--- src/core/scd_pkg.sv ---
// Package for the storage card command decoder: codes, fields, states, timing.
// Assumes a 100 MHz card clock.
package scd_pkg;
  localparam int unsigned CLK_MHZ = 100;
  localparam logic [7:0] CMD_PWR_A = 8'h98;
  localparam logic [7:0] CMD_PWR_B = 8'hE5;
  localparam logic [7:0] CMD_DIAG = 8'h90;
  localparam logic [7:0] CMD_ERASE = 8'hC0;
  localparam logic [7:0] CMD_WR_NOERASE = 8'h38;
  localparam logic [7:0] CMD_WRM_NOERASE = 8'hCD;
  localparam logic [7:0] COUNT_SLEEP = 8'h00;
  localparam logic [7:0] COUNT_IDLE = 8'hFF;
  localparam logic [7:0] DIAG_PASS = 8'h01;
  localparam logic [7:0] DIAG_FORMATTER = 8'h02;
  localparam logic [7:0] DIAG_BUFFER = 8'h03;
  localparam logic [7:0] DIAG_ECC = 8'h04;
  localparam logic [7:0] DIAG_CPU = 8'h05;
  localparam logic [3:0] DIAG_SLAVE_NIB = 4'h8;
  localparam logic [7:0] ERR_ABORT = 8'h04;
  localparam int unsigned DRIVE_SEL_BIT = 4;
  localparam int unsigned STAT_BUSY = 7;
  localparam int unsigned STAT_READY = 6;
  localparam int unsigned STAT_WFAULT = 5;
  localparam int unsigned STAT_SEEK = 4;
  localparam int unsigned STAT_DATA_REQ = 3;
  localparam int unsigned STAT_ERR = 0;
  localparam int unsigned BUSY_NS = 400;
  localparam int unsigned BUSY_CYC = (BUSY_NS * CLK_MHZ) / 1000;
  localparam int unsigned CLASS2_US = 700;
  localparam int unsigned CLASS2_CYC = CLASS2_US * CLK_MHZ;
  localparam int unsigned CLASS3_MS = 20;
  localparam int unsigned CLASS3_CYC = CLASS3_MS * 1000 * CLK_MHZ;
  localparam int unsigned CNT_W = 22;
  typedef struct packed {
    logic [7:0] feature_reg;
    logic [7:0] sector_count_reg;
    logic [7:0] sector_number_reg;
    logic [15:0] cylinder_regs;
    logic [7:0] drive_head_reg;
  } scd_taskfile_t;
  typedef enum logic [1:0] {CLS_NONE, CLS_1, CLS_2, CLS_3} scd_class_t;
  typedef enum logic [1:0] {PWR_IDLE, PWR_SLEEP, PWR_ENTER_SLEEP, PWR_WAKE} scd_pwr_t;
endpackage

--- src/core/scd_decoder.sv ---
// Command decoder and executor front end for an ATA task-file storage card.
// Assumes command writes arrive as one-cycle strobes on the card clock, with the
// media, self-test and sector buffer engines outside reporting done pulses.
// What this block does
// - Both 98h and E5h decode as the same power-mode query.
// - Query while asleep or entering/leaving sleep: busy, count 00h, clear busy, interrupt.
// - Query while idle: busy, count FFh, clear busy, interrupt.
// - Code 90h starts the internal self tests.
// - Card modes: diagnostic runs only on the card selected by drive bit.
// - Native disk mode: drive bit ignored, master reports for both units.
// - Diagnostic result 01h to 05h goes into the error register.
// - Master reports slave failure as 8 in upper nibble, slave code low.
// - C0h is pre-erase, no data phase, may end with write fault.
// - Pre-erase start address comes from drive/head, cylinders and sector number.
// - Pre-erase conditions sectors for later writes without erase.
// - Parameter-less commands use only the drive bit, ignoring the head field.
// - Code 38h is class 2 with a data-out phase.
// - Code CDh is class 3.
// - Class 1: busy rises within 400 ns of the command write.
// - Class 2: busy, buffer ready, data request within 700 us, busy drops.
// - Class 3: busy, data request within 20 ms, busy drops in the same cycle.
`timescale 1ns/10ps
module scd_decoder #(
  parameter int unsigned CLASS2_LIMIT = scd_pkg::CLASS2_CYC,
  parameter int unsigned CLASS3_LIMIT = scd_pkg::CLASS3_CYC
) (
  input wire logic ref_clk,
  input wire logic rst,
  input wire logic cmd_wr,
  input wire logic [7:0] cmd_code,
  input wire scd_pkg::scd_taskfile_t taskfile,
  input wire logic native_disk_mode,
  input wire logic card_drive_id,
  input wire scd_pkg::scd_pwr_t power_state,
  input wire logic diag_done,
  input wire logic [2:0] diag_code,
  input wire logic slave_present,
  input wire logic slave_diag_done,
  input wire logic [3:0] slave_diag_code,
  input wire logic erase_done,
  input wire logic erase_fault,
  input wire logic buffer_ready,
  input wire logic data_phase_done,
  input wire logic intr_ack,
  output logic [7:0] status_reg,
  output logic [7:0] error_reg,
  output logic [7:0] sector_count_out,
  output logic sector_count_load,
  output logic intr_req,
  output logic diag_start,
  output logic erase_start,
  output logic [27:0] erase_addr,
  output logic [7:0] erase_count,
  output logic buffer_setup,
  output logic write_no_erase,
  output logic multi_sector
);
  typedef enum logic [2:0] {ST_IDLE, ST_PWR, ST_DIAG, ST_SLAVE, ST_ERASE, ST_BUF, ST_DATA, ST_DONE} scd_state_t;
  scd_state_t state;
  logic busy_flag;
  logic data_request_flag;
  logic wfault;
  logic err_flag;
  logic [7:0] own_diag;
  logic [scd_pkg::CNT_W-1:0] wait_cnt;
  logic [scd_pkg::CNT_W-1:0] wait_lim;

  function automatic scd_pkg::scd_class_t scd_classify(input logic [7:0] code);
    if (code == scd_pkg::CMD_PWR_A || code == scd_pkg::CMD_PWR_B || code == scd_pkg::CMD_DIAG ||
        code == scd_pkg::CMD_ERASE) begin
      return scd_pkg::CLS_1;
    end else if (code == scd_pkg::CMD_WR_NOERASE) begin
      return scd_pkg::CLS_2;
    end else if (code == scd_pkg::CMD_WRM_NOERASE) begin
      return scd_pkg::CLS_3;
    end
    return scd_pkg::CLS_NONE;
  endfunction

  wire scd_pkg::scd_class_t cls = scd_classify(cmd_code);
  wire is_pwr = (cmd_code == scd_pkg::CMD_PWR_A) || (cmd_code == scd_pkg::CMD_PWR_B);
  wire is_diag = cmd_code == scd_pkg::CMD_DIAG;
  wire is_erase = cmd_code == scd_pkg::CMD_ERASE;
  // Only the drive bit selects the card, except 90h in native disk mode; head field unused here
  wire drive_match = taskfile.drive_head_reg[scd_pkg::DRIVE_SEL_BIT] == card_drive_id;
  wire diag_here = native_disk_mode | drive_match;
  wire selected = is_diag ? diag_here : drive_match;
  // Host only writes while busy is clear
  wire accept = cmd_wr & ~busy_flag & selected;
  wire asleep = power_state != scd_pkg::PWR_IDLE;
  wire [7:0] own_code = {5'h00, diag_code};
  wire timeout = wait_cnt >= wait_lim;
  wire master_reports = native_disk_mode & slave_present & ~card_drive_id;

  always_ff @(posedge ref_clk) begin
    if (rst) begin
      state <= ST_IDLE;
      busy_flag <= 1'b0;
      data_request_flag <= 1'b0;
      wfault <= 1'b0;
      err_flag <= 1'b0;
      error_reg <= 8'h00;
      own_diag <= 8'h00;
      sector_count_out <= 8'h00;
      sector_count_load <= 1'b0;
      intr_req <= 1'b0;
      diag_start <= 1'b0;
      erase_start <= 1'b0;
      erase_addr <= 28'h0000000;
      erase_count <= 8'h00;
      buffer_setup <= 1'b0;
      write_no_erase <= 1'b0;
      multi_sector <= 1'b0;
      wait_cnt <= '0;
      wait_lim <= '0;
    end else begin
      sector_count_load <= 1'b0;
      diag_start <= 1'b0;
      erase_start <= 1'b0;
      buffer_setup <= 1'b0;
      if (intr_ack) begin
        intr_req <= 1'b0;
      end
      wait_cnt <= wait_cnt + 1'b1;
      case (state)
        ST_IDLE: begin
          if (accept) begin
            // Busy rises on the cycle after the write, well inside the limit
            busy_flag <= 1'b1;
            err_flag <= 1'b0;
            wfault <= 1'b0;
            error_reg <= 8'h00;
            wait_cnt <= '0;
            if (is_pwr) begin
              state <= ST_PWR;
            end else if (is_diag) begin
              diag_start <= 1'b1;
              state <= ST_DIAG;
            end else if (is_erase) begin
              erase_addr <= {taskfile.drive_head_reg[3:0], taskfile.cylinder_regs,
                            taskfile.sector_number_reg};
              erase_count <= taskfile.sector_count_reg;
              erase_start <= 1'b1;
              state <= ST_ERASE;
            end else if (cls == scd_pkg::CLS_2 || cls == scd_pkg::CLS_3) begin
              buffer_setup <= 1'b1;
              write_no_erase <= 1'b1;
              multi_sector <= cls == scd_pkg::CLS_3;
              wait_lim <= (cls == scd_pkg::CLS_2) ? CLASS2_LIMIT[scd_pkg::CNT_W-1:0]
                                                  : CLASS3_LIMIT[scd_pkg::CNT_W-1:0];
              state <= ST_BUF;
            end else begin
              error_reg <= scd_pkg::ERR_ABORT;
              err_flag <= 1'b1;
              state <= ST_DONE;
            end
          end
        end
        ST_PWR: begin
          sector_count_out <= asleep ? scd_pkg::COUNT_SLEEP : scd_pkg::COUNT_IDLE;
          sector_count_load <= 1'b1;
          state <= ST_DONE;
        end
        ST_DIAG: begin
          if (diag_done) begin
            own_diag <= own_code;
            if (master_reports) begin
              state <= ST_SLAVE;
            end else begin
              error_reg <= own_code;
              state <= ST_DONE;
            end
          end
        end
        ST_SLAVE: begin
          if (slave_diag_done) begin
            if (slave_diag_code != scd_pkg::DIAG_PASS[3:0]) begin
              error_reg <= {scd_pkg::DIAG_SLAVE_NIB, slave_diag_code};
            end else begin
              error_reg <= own_diag;
            end
            state <= ST_DONE;
          end
        end
        ST_ERASE: begin
          if (erase_done) begin
            wfault <= erase_fault;
            err_flag <= erase_fault;
            state <= ST_DONE;
          end
        end
        ST_BUF: begin
          // Data request raised when the buffer is ready or at the time limit
          if (buffer_ready || timeout) begin
            data_request_flag <= 1'b1;
            busy_flag <= 1'b0;
            state <= ST_DATA;
          end
        end
        ST_DATA: begin
          if (data_phase_done) begin
            data_request_flag <= 1'b0;
            write_no_erase <= 1'b0;
            multi_sector <= 1'b0;
            intr_req <= 1'b1;
            state <= ST_IDLE;
          end
        end
        ST_DONE: begin
          busy_flag <= 1'b0;
          intr_req <= 1'b1;
          state <= ST_IDLE;
        end
        default: begin
          state <= ST_IDLE;
        end
      endcase
    end
  end

  always_comb begin
    status_reg = 8'h00;
    status_reg[scd_pkg::STAT_BUSY] = busy_flag;
    status_reg[scd_pkg::STAT_READY] = ~busy_flag;
    status_reg[scd_pkg::STAT_WFAULT] = wfault;
    status_reg[scd_pkg::STAT_SEEK] = ~busy_flag;
    status_reg[scd_pkg::STAT_DATA_REQ] = data_request_flag;
    status_reg[scd_pkg::STAT_ERR] = err_flag;
  end
endmodule // scd_decoder

--- config.mk ---
export PLATFORM = sky130hd
export DESIGN_NAME = scd_decoder
export DESIGN_NICKNAME = d
export VERILOG_FILES = /design/src/core/scd_pkg.sv /design/src/core/scd_decoder.sv
export SDC_FILE = /design/constraint.sdc
export NUM_CORES = 1
export LEC_CHECK = 0
export ABC_CLOCK_PERIOD_IN_PS = 4100
export BUFFER_PORTS_ARGS = -buffer_cell sky130_fd_sc_hd__buf_4
export CAP_MARGIN = 20
export CORE_MARGIN = 2
export CORE_UTILIZATION = 50
export CTS_BUF_LIST = sky130_fd_sc_hd__clkbuf_2 sky130_fd_sc_hd__clkbuf_4 sky130_fd_sc_hd__clkbuf_8
export DETAILED_ROUTE_END_ITERATION = 7
export PLACE_DENSITY_LB_ADDON = 0.3
export SYNTH_ARGS = -nofsm -noshare
export SYNTH_HDL_FRONTEND = slang
export SYNTH_SLANG_ARGS = --single-unit
export TNS_END_PERCENT = 20
--- constraint.sdc ---
create_clock -name ref_clk -period 4.1 [get_ports ref_clk]
set_input_delay 0.41 -clock ref_clk [delete_from_list [all_inputs] [get_ports ref_clk]]
set_output_delay 0.41 -clock ref_clk [all_outputs]
set_load 0.02 [all_outputs]
# After elaboration in Yosys (flattened, before gate mapping)
# Cells that the tools add are included.
dict set report word_totals {
  reg_bits 113
  latch_bits 0
  ram_bits 0
  romBits 0
  input_bits 78
  word_cells 153
  memories 0
}
dict set report classes {
  n_addsub 1
  n_mul 0
  n_div 0
  n_lt_le_gt_ge 1
  n_eq_ne 28
  n_shift 0
  mux 68
  bitwise 12
  reduce_logical 24
}
# cell count
set op_table {}
lappend op_table {{8-bit two-way mux} 6}
lappend op_table {{22-bit two-way mux} 2}
lappend op_table {{8-bit equality test, second input constant} 5}
lappend op_table {{3-bit two-way mux} 13}
lappend op_table {{1-bit two-way mux} 31}
lappend op_table {{3-bit case mux with 8 select lines} 1}
lappend op_table {{8-bit case mux with 3 select lines} 1}
lappend op_table {{22-bit by 1-bit adder with 22-bit output, second input constant} 1}
lappend op_table {{22-bit >= comparator} 1}
lappend op_table {{2-bit != test, second input constant} 11}
lappend op_table {{21-bit two-way mux} 1}
lappend op_table {{3-bit equality test, second input constant} 4}
lappend op_table {{2-bit two-way mux} 6}
lappend op_table {{1-bit case mux with 2 select lines} 6}
lappend op_table {{6-bit AND reduction} 2}
lappend op_table {{5-bit AND reduction} 2}
lappend op_table {{3-bit AND reduction} 3}
lappend op_table {{8-bit by 6-bit equality test with 1-bit output, second input constant} 1}
lappend op_table {{2-bit nonzero test} 4}
lappend op_table {{1-bit inverter} 7}
lappend op_table {{7-bit AND reduction} 1}
lappend op_table {{3-bit by 2-bit equality test with 1-bit output, second input constant} 2}
lappend op_table {{3-bit nonzero test} 2}
lappend op_table {{6-bit OR reduction} 1}
lappend op_table {{other kinds (12)} 20}

# Longest topological paths before layout
# Gate-level depths: netlist (run 1).
dict set report logic_depth {
  ltp_word 14
  ltp_mapped 7
  depth_no_buf 7
}

# Worst setup path after synthesis (run 1)
# Ideal clock, no wire load.
dict set report synth_path {
  path_type {flip-flop to flip-flop}
  startpoint {register state[2]}
  endpoint {register erase_addr[0]}
  setup_time_ps 72
  arrival_time_ps 1887
  required_ps 4028
  slack_ps 2142
  path_stages_with_launch 8
  path_cell_list {dfxtp_1 > or3_1 > buf_2 > or3_4 > nor3_2 > buf_6 > buf_12 > mux2i_1}
}
dict set report synth_via {
  elab_chain_len 2
}
# element line_no
set synth_lines {}
lappend synth_lines {{start, declared} scd_decoder.sv:59} ;# scd_state_t state;
lappend synth_lines {{start signal, assigned} scd_decoder.sv:97} ;# state <= ST_IDLE;
lappend synth_lines {{start signal, assigned} scd_decoder.sv:135} ;# state <= ST_PWR;
lappend synth_lines {{start signal, assigned} scd_decoder.sv:138} ;# state <= ST_DIAG;
lappend synth_lines {{3-bit logical NOT} scd_decoder.sv:125} ;# case (state)
lappend synth_lines {{5-bit AND reduction (no line)} -}
lappend synth_lines {{end signal, assigned} scd_decoder.sv:140} ;# erase_addr <= {taskfile.drive_head_reg[3:0], taskfile.cylinder_regs,
lappend synth_lines {{end, declared} scd_decoder.sv:52} ;# output logic [27:0] erase_addr,
# No other way between the ends.
# A chain may end at the register's enable or synchronous reset.

# Worst setup path in the final report (run 1)
dict set report layout_path {
  startpoint {register state[0]}
  endpoint {register erase_count[6]}
}
dict set report layout_via {
  elab_chain_len 2
}
# element line_no
set layout_lines {}
lappend layout_lines {{3-bit logical NOT} scd_decoder.sv:125}
lappend layout_lines {{5-bit AND reduction (no line)} -}
lappend layout_lines {{end signal, assigned} scd_decoder.sv:142} ;# erase_count <= taskfile.sector_count_reg;
lappend layout_lines {{end, declared} scd_decoder.sv:53} ;# output logic [7:0] erase_count,
# No other way between the ends.

==> impl_metrics.ini, run 1 <==
[timing]
finalSetupViolCount = 0
clock.fmax_mhz = 384
fin_skew_ns = 0.0113
period_needed_ns = 2.61
rsz0062_at_grt = no
period_share_pct = 63.6
layout_setup_ws_ns = 1.49
drv_slew = 0
slew_headroom_pct = 37.7
tns_ns = 0
final-hold-violation-count = 0
tightest_slew_ns = 0.935

[clock_network]
cts-buffers-inserted = 9
clk_pin_slew_ns = 0.09
h-tree-depth = 3
cts_hold_buf = 0
clkLatencyLatePin_ns = 0.35
cts_resized = 0
cts_tree = yes
post_cts_buffers = 0
clockBufferDepth = 2
clkSinkCount = 83
root_buffer = clkbuf_8

[grt]
grt_max_degree = 78
grt_overflow = 0
grtUsageTotal_pct = 20.4
grt_pass1_vias = 3415
antenna_found_initial = 0
grt_pass1_wl_mm = 15.1

[cells_and_area]
largest-register = erase_addr
largest_register_ffs = 28
reg_top3 = erase_addr: 28 flops, wait_cnt: 22 flops, erase_count: 8 flops
drive_above_1_share_pct = 25.0
layout.nets = 693
utilization_pct = 65.0
fin_cells = 710
diodes = 0
nFillCells = 682
area_growth_pct = 25.6

[synth]
yosysTopAreaCellShare_pct = 39.1
synthArstFlopShare_pct = 0
syn_inst = 493
synth-edff-count = 0
synth.avg_cell_area_sq_um = 8.62
yosysSeqAreaShare_pct = 39.1
ys_ff_latch = 83
synth_most_common_cell = nand2_1
syn_area_sq_um = 4250
synthTopCellsByCount = 85 x nand2_1, 83 x dfxtp_1, 41 x mux2i_1, 35 x nor2_1, 25 x a21oi_1
synth.distinct_cells = 58
ys.flop_type = dfxtp_1
ys.warnings.count = 0
synth_area_leaders = dfxtp_1 39%, mux2i_1 9.7%, nand2_1 7.5%
post-synth-top-area-cell = dfxtp_1

[power]
powerDensity_nw_per_um2 = 380
vdd_drop_max_v = 0.000251
power_frac_comb_pct = 24.4
swShare_pct = 32.1
finalPower_mw = 2.03
p_sw_mw = 0.652
p_leak_nw = 2.20
p_seq_share_pct = 45.3
pwr-share-clk_pct = 30.3
intPower_mw = 1.38

[routing]
drcViolationCount = 0
vias = 3730
wirelength_mm = 9.61
vias_per_cell = 5.25
ant_nets = 0
dr.pass1.iters = 4
dr.first_iter.drc_count = 114
wl_per_cell_um = 13.5

[status]
status = completed

[floorplanning]
initial_core_util_pct = 51.7
die_w_um = 96.2
die_area_sq_um = 9260
die_y_um = 96.2
fp.coreArea_sq_um = 8220
rows = 33
io_pins = 145

[placement]
place_congestion = 0.843
dpl.hpwl_mm = 7.10
dp_cells = 693
portBuffers = 128
pre_cts_ws_ns = 1.49

[worst_setup_path]
arrival_ns = 2.88
endpoint_kind = register
r2r-start = state[0]
start_kind = register
required_ns = 4.37
critical_path.max_fanout = 36
crit_type = register to register
critPathLaunch = state[0]

[min_path]
hp-start = diag_code[2]
hold_class = input port to register

[run]
cap_viol_max_count = 0
stage by stage:
| step | area, sq um | hold slack (ns) |
|---|---|---|
| final | 5340 | 0.298 |
| after global routing | 5340 | 0.288 |
| after CTS | 5320 | 0.286 |
| after detailed placement | 5110 | 0.449 |
| after global placement | 5110 | 0.443 |
| after floorplan | 4270 | 0.451 |
path summary, 6_finish.rpt:
check	slack (ns)	depth (start not counted)	end
setup / recovery	1.49	5	erase_count[6]
hold / removal	0.30	3	own_diag[2]
setup reg to reg	1.49	5	erase_count[6]
hold reg to reg	0.46	2	erase_addr[5]
cell type report:
class                      instances  area (sq um)  share of cell area (%)
inverter                          17          63.8                    1.19
sequential                        83          1660                    31.1
tap                              105           131                    2.46
clock inverter                     6          71.3                    1.34
clock buffer                      10           138                    2.58
multi-input combinational        359          2290                    42.8
timing repair buffer             130           988                    18.5
placed cells by master, fill, tap and decap left out, drive strengths merged, types with 3 or more instances in the layout:
cell type and count:
nor4 4, inv 20, nand4bb 3, xor2 7, nand4 4, xnor2 12
mux2i 41, clkbuf 10, a211oi 4, nand2 85, nand3 16, a32o 3
or3 5, nor2b 6, nand4b 4, a31oi 3, nor2 35, nand2b 9
a21oi 25, ha 15, or4 3, and4 3, a21o 3, dfxtp 83
o21ai 14, buf 130, conb 5, and3 6, o21a 3, nor3 14
metal layers:
layer  part of all wire (%)  track usage, %
met5                      0               0
met4                    1.5            8.33
met3                    7.5            4.39
met1                     44            25.4
met2                     47            34.1
cell families after synthesis:
kind of cell / count (synthesis) / share of synthesized area (%)
AO/OA/AOI/OAI: 70 / 10.5
other: 1 / 0.0882
buffers and inverters: 55 / 7.71
multiplexers: 41 / 9.65
adder cells (fa/ha/maj): 15 / 4.41
flip-flops: 83 / 39.1
XOR/XNOR: 19 / 3.91
AND/OR/NAND/NOR: 209 / 24.7
power by group through the flow:
| stage | registers, mW | logic, mW | clock network [mW] |
|---|---|---|---|
| 6_report | 0.919 | 0.496 | 0.614 |
| 5_1_grt | 0.929 | 0.543 | 0.663 |
| 4_1_cts | 0.917 | 0.493 | 0.630 |
| 3_5_place_dp | 0.935 | 0.490 | 0 |
| 3_3_place_gp | 0.933 | 0.481 | 0 |
| 2_1_floorplan | 0.904 | 0.382 | 0 |
worst max-delay path: stages, from the launching register on:
cell     delay [ns]
dfxtp_1        0.51
or3_1          0.56
or3_4          0.45
nor3_4         0.19
buf_4          0.52
mux2i_1        0.27
Note: power is estimated with default switching activity, not from simulation.
==> inputs of run 2 (changes only) <==
Settings changed: ABC_CLOCK_PERIOD_IN_PS 4100 to 2250, CORE_UTILIZATION 50 to 47.
Clock period 4.1 ns to 2.25 ns, I/O delays scaled along.
==> impl_metrics.ini, run 2 (synthesized netlist as in run 1, its figures left out) <==
[status]
status = completed

[worst_setup_path]
cpLargestDelayFamily = compound AO/OA/AOI/OAI gates
cp_cell_sequence = inv_1 -> ha_1 -> a211oi_1 -> a21oi_1 -> o41ai_2 -> nand4b_1 -> a32o_1
critical_path.max_fanout = 5
start_kind = register
crit_type = register to register
r2r-start = wait_lim[16]
arrival_ns = 2.31
slowest_stage = dfxtp_1
required_ns = 2.49
ff2ff_path_depth = 7
endpoint_kind = register
cpPeakStageDelay_ns = 0.37
worstReg2RegEnd = state[1]
crit_buf_inv = 1
ff2ff_setup_slack_ns = 0.18

[cells_and_area]
largest-register = erase_addr
layout_commonest_cell = buf_4
area_growth_pct = 28.0
fin_cells = 721
layout.nets = 702
diodes = 0
reg_top3 = erase_addr: 28 flops, wait_cnt: 22 flops, erase_count: 8 flops
largest_register_ffs = 28
drive_above_1_share_pct = 25.9
final_cell_mix = 138 x buf_4, 85 x nand2_1, 83 x dfxtp_1, 41 x mux2i_1, 35 x nor2_1
design_area_sq_um = 5440

[placement]
place_congestion = 0.844
dp_cells = 706
place_area_sq_um = 5200
dpl.hpwl_mm = 7.39
pre_cts_ws_ns = 0.0637
portBuffers = 128

[routing]
dr.first_iter.drc_count = 148
drcViolationCount = 0
vias_per_cell = 5.28
wirelength_mm = 9.96
vias = 3808
dr.pass1.iters = 4
ant_nets = 0
wl_per_cell_um = 13.8

[timing]
clock.fmax_mhz = 482
drv_slew = 0
period_needed_ns = 2.07
tns_ns = 0
slew_headroom_pct = 64.2
final-hold-violation-count = 0
tightest_slew_ns = 0.533
period_share_pct = 92.2
finalSetupViolCount = 0
layout_setup_ws_ns = 0.175
fin_skew_ns = 0.0117
rsz0062_at_grt = no

[power]
powerDensity_nw_per_um2 = 723
vdd_drop_max_v = 0.000479
finalPower_mw = 3.93
p_leak_nw = 2.26

[clock_network]
clk_pin_slew_ns = 0.09
clkSinkCount = 83
post_cts_buffers = 0
clockBufferDepth = 2
clkLatencyLatePin_ns = 0.35
cts-buffers-inserted = 9
h-tree-depth = 3
root_buffer = clkbuf_8
cts_tree = yes

[floorplanning]
fp.coreArea_sq_um = 8760
die_area_sq_um = 9820
io_pins = 145
initial_core_util_pct = 48.5
rows = 34
die_y_um = 99.1
die_w_um = 99.1

[grt]
grt_overflow = 0
grt_pass1_vias = 3533
grt_pass1_wl_mm = 16.3
grt_max_degree = 37
grtUsageTotal_pct = 19.9
antenna_found_initial = 0

[run]
cap_viol_max_count = 0

[min_path]
min_to = erase_addr[7]
hold_path_depth = 3
hold_class = input port to register
hp-start = taskfile[31]
==> run 2: cell type report <==
type,instances,area (sq um)
fill,752,3320
multi-input combinational,359,2290
sequential,83,1660
timing repair buffer,139,1060
tap,108,135
clock buffer,9,124
clock inverter,6,113
inverter,17,63.8
==> run 2: per-layer routing <==
metal	vias to the layer above	global-route usage (%)	routed length (um)
met5	-	0	0
met4	0	5.37	102
met3	13	3.72	739
met2	138	32.7	4590
met1	1727	27.0	4530
li1	1930	-	-
==> run 2: how the worst max path moves through the flow <==
stage | start | endpoint | depth (start not counted)
global placement | cmd_code[2] | erase_addr[17] | 7
finish | wait_lim[16] | state[1] | 7
detailed placement | cmd_code[2] | erase_addr[16] | 7
CTS | wait_lim[16] | state[1] | 7
floorplan | state[2] | erase_addr[0] | 7
global route | wait_lim[16] | state[1] | 7
==> run 2: repair_timing <==
action                     CTS  global route
hold buffers                 0             0
setup endpoints to repair    0             2
resized for setup            0             1
==> run 2: worst min-delay path, stage by stage <==
cell	delay [ns]
buf_4	0.11
nand2_1	0.04
mux2i_1	0.05
==> run 2: report_power, final <==
part	total (mW)	switching, mW	internal (mW)
combinational	1.06	0.579	0.478
sequential	1.60	0.0594	1.54
clock	1.27	0.539	0.735
==> run 2: per-stage QoR <==
stage | hold WS (ns) | utilization [%]
after floorplan | 0.367 | -
after global placement | 0.443 | 59.3
after CTS | 0.108 | 62.0
after detailed placement | 0.450 | 59.3
final | 0.121 | 62.1
after global routing | 0.111 | 62.1
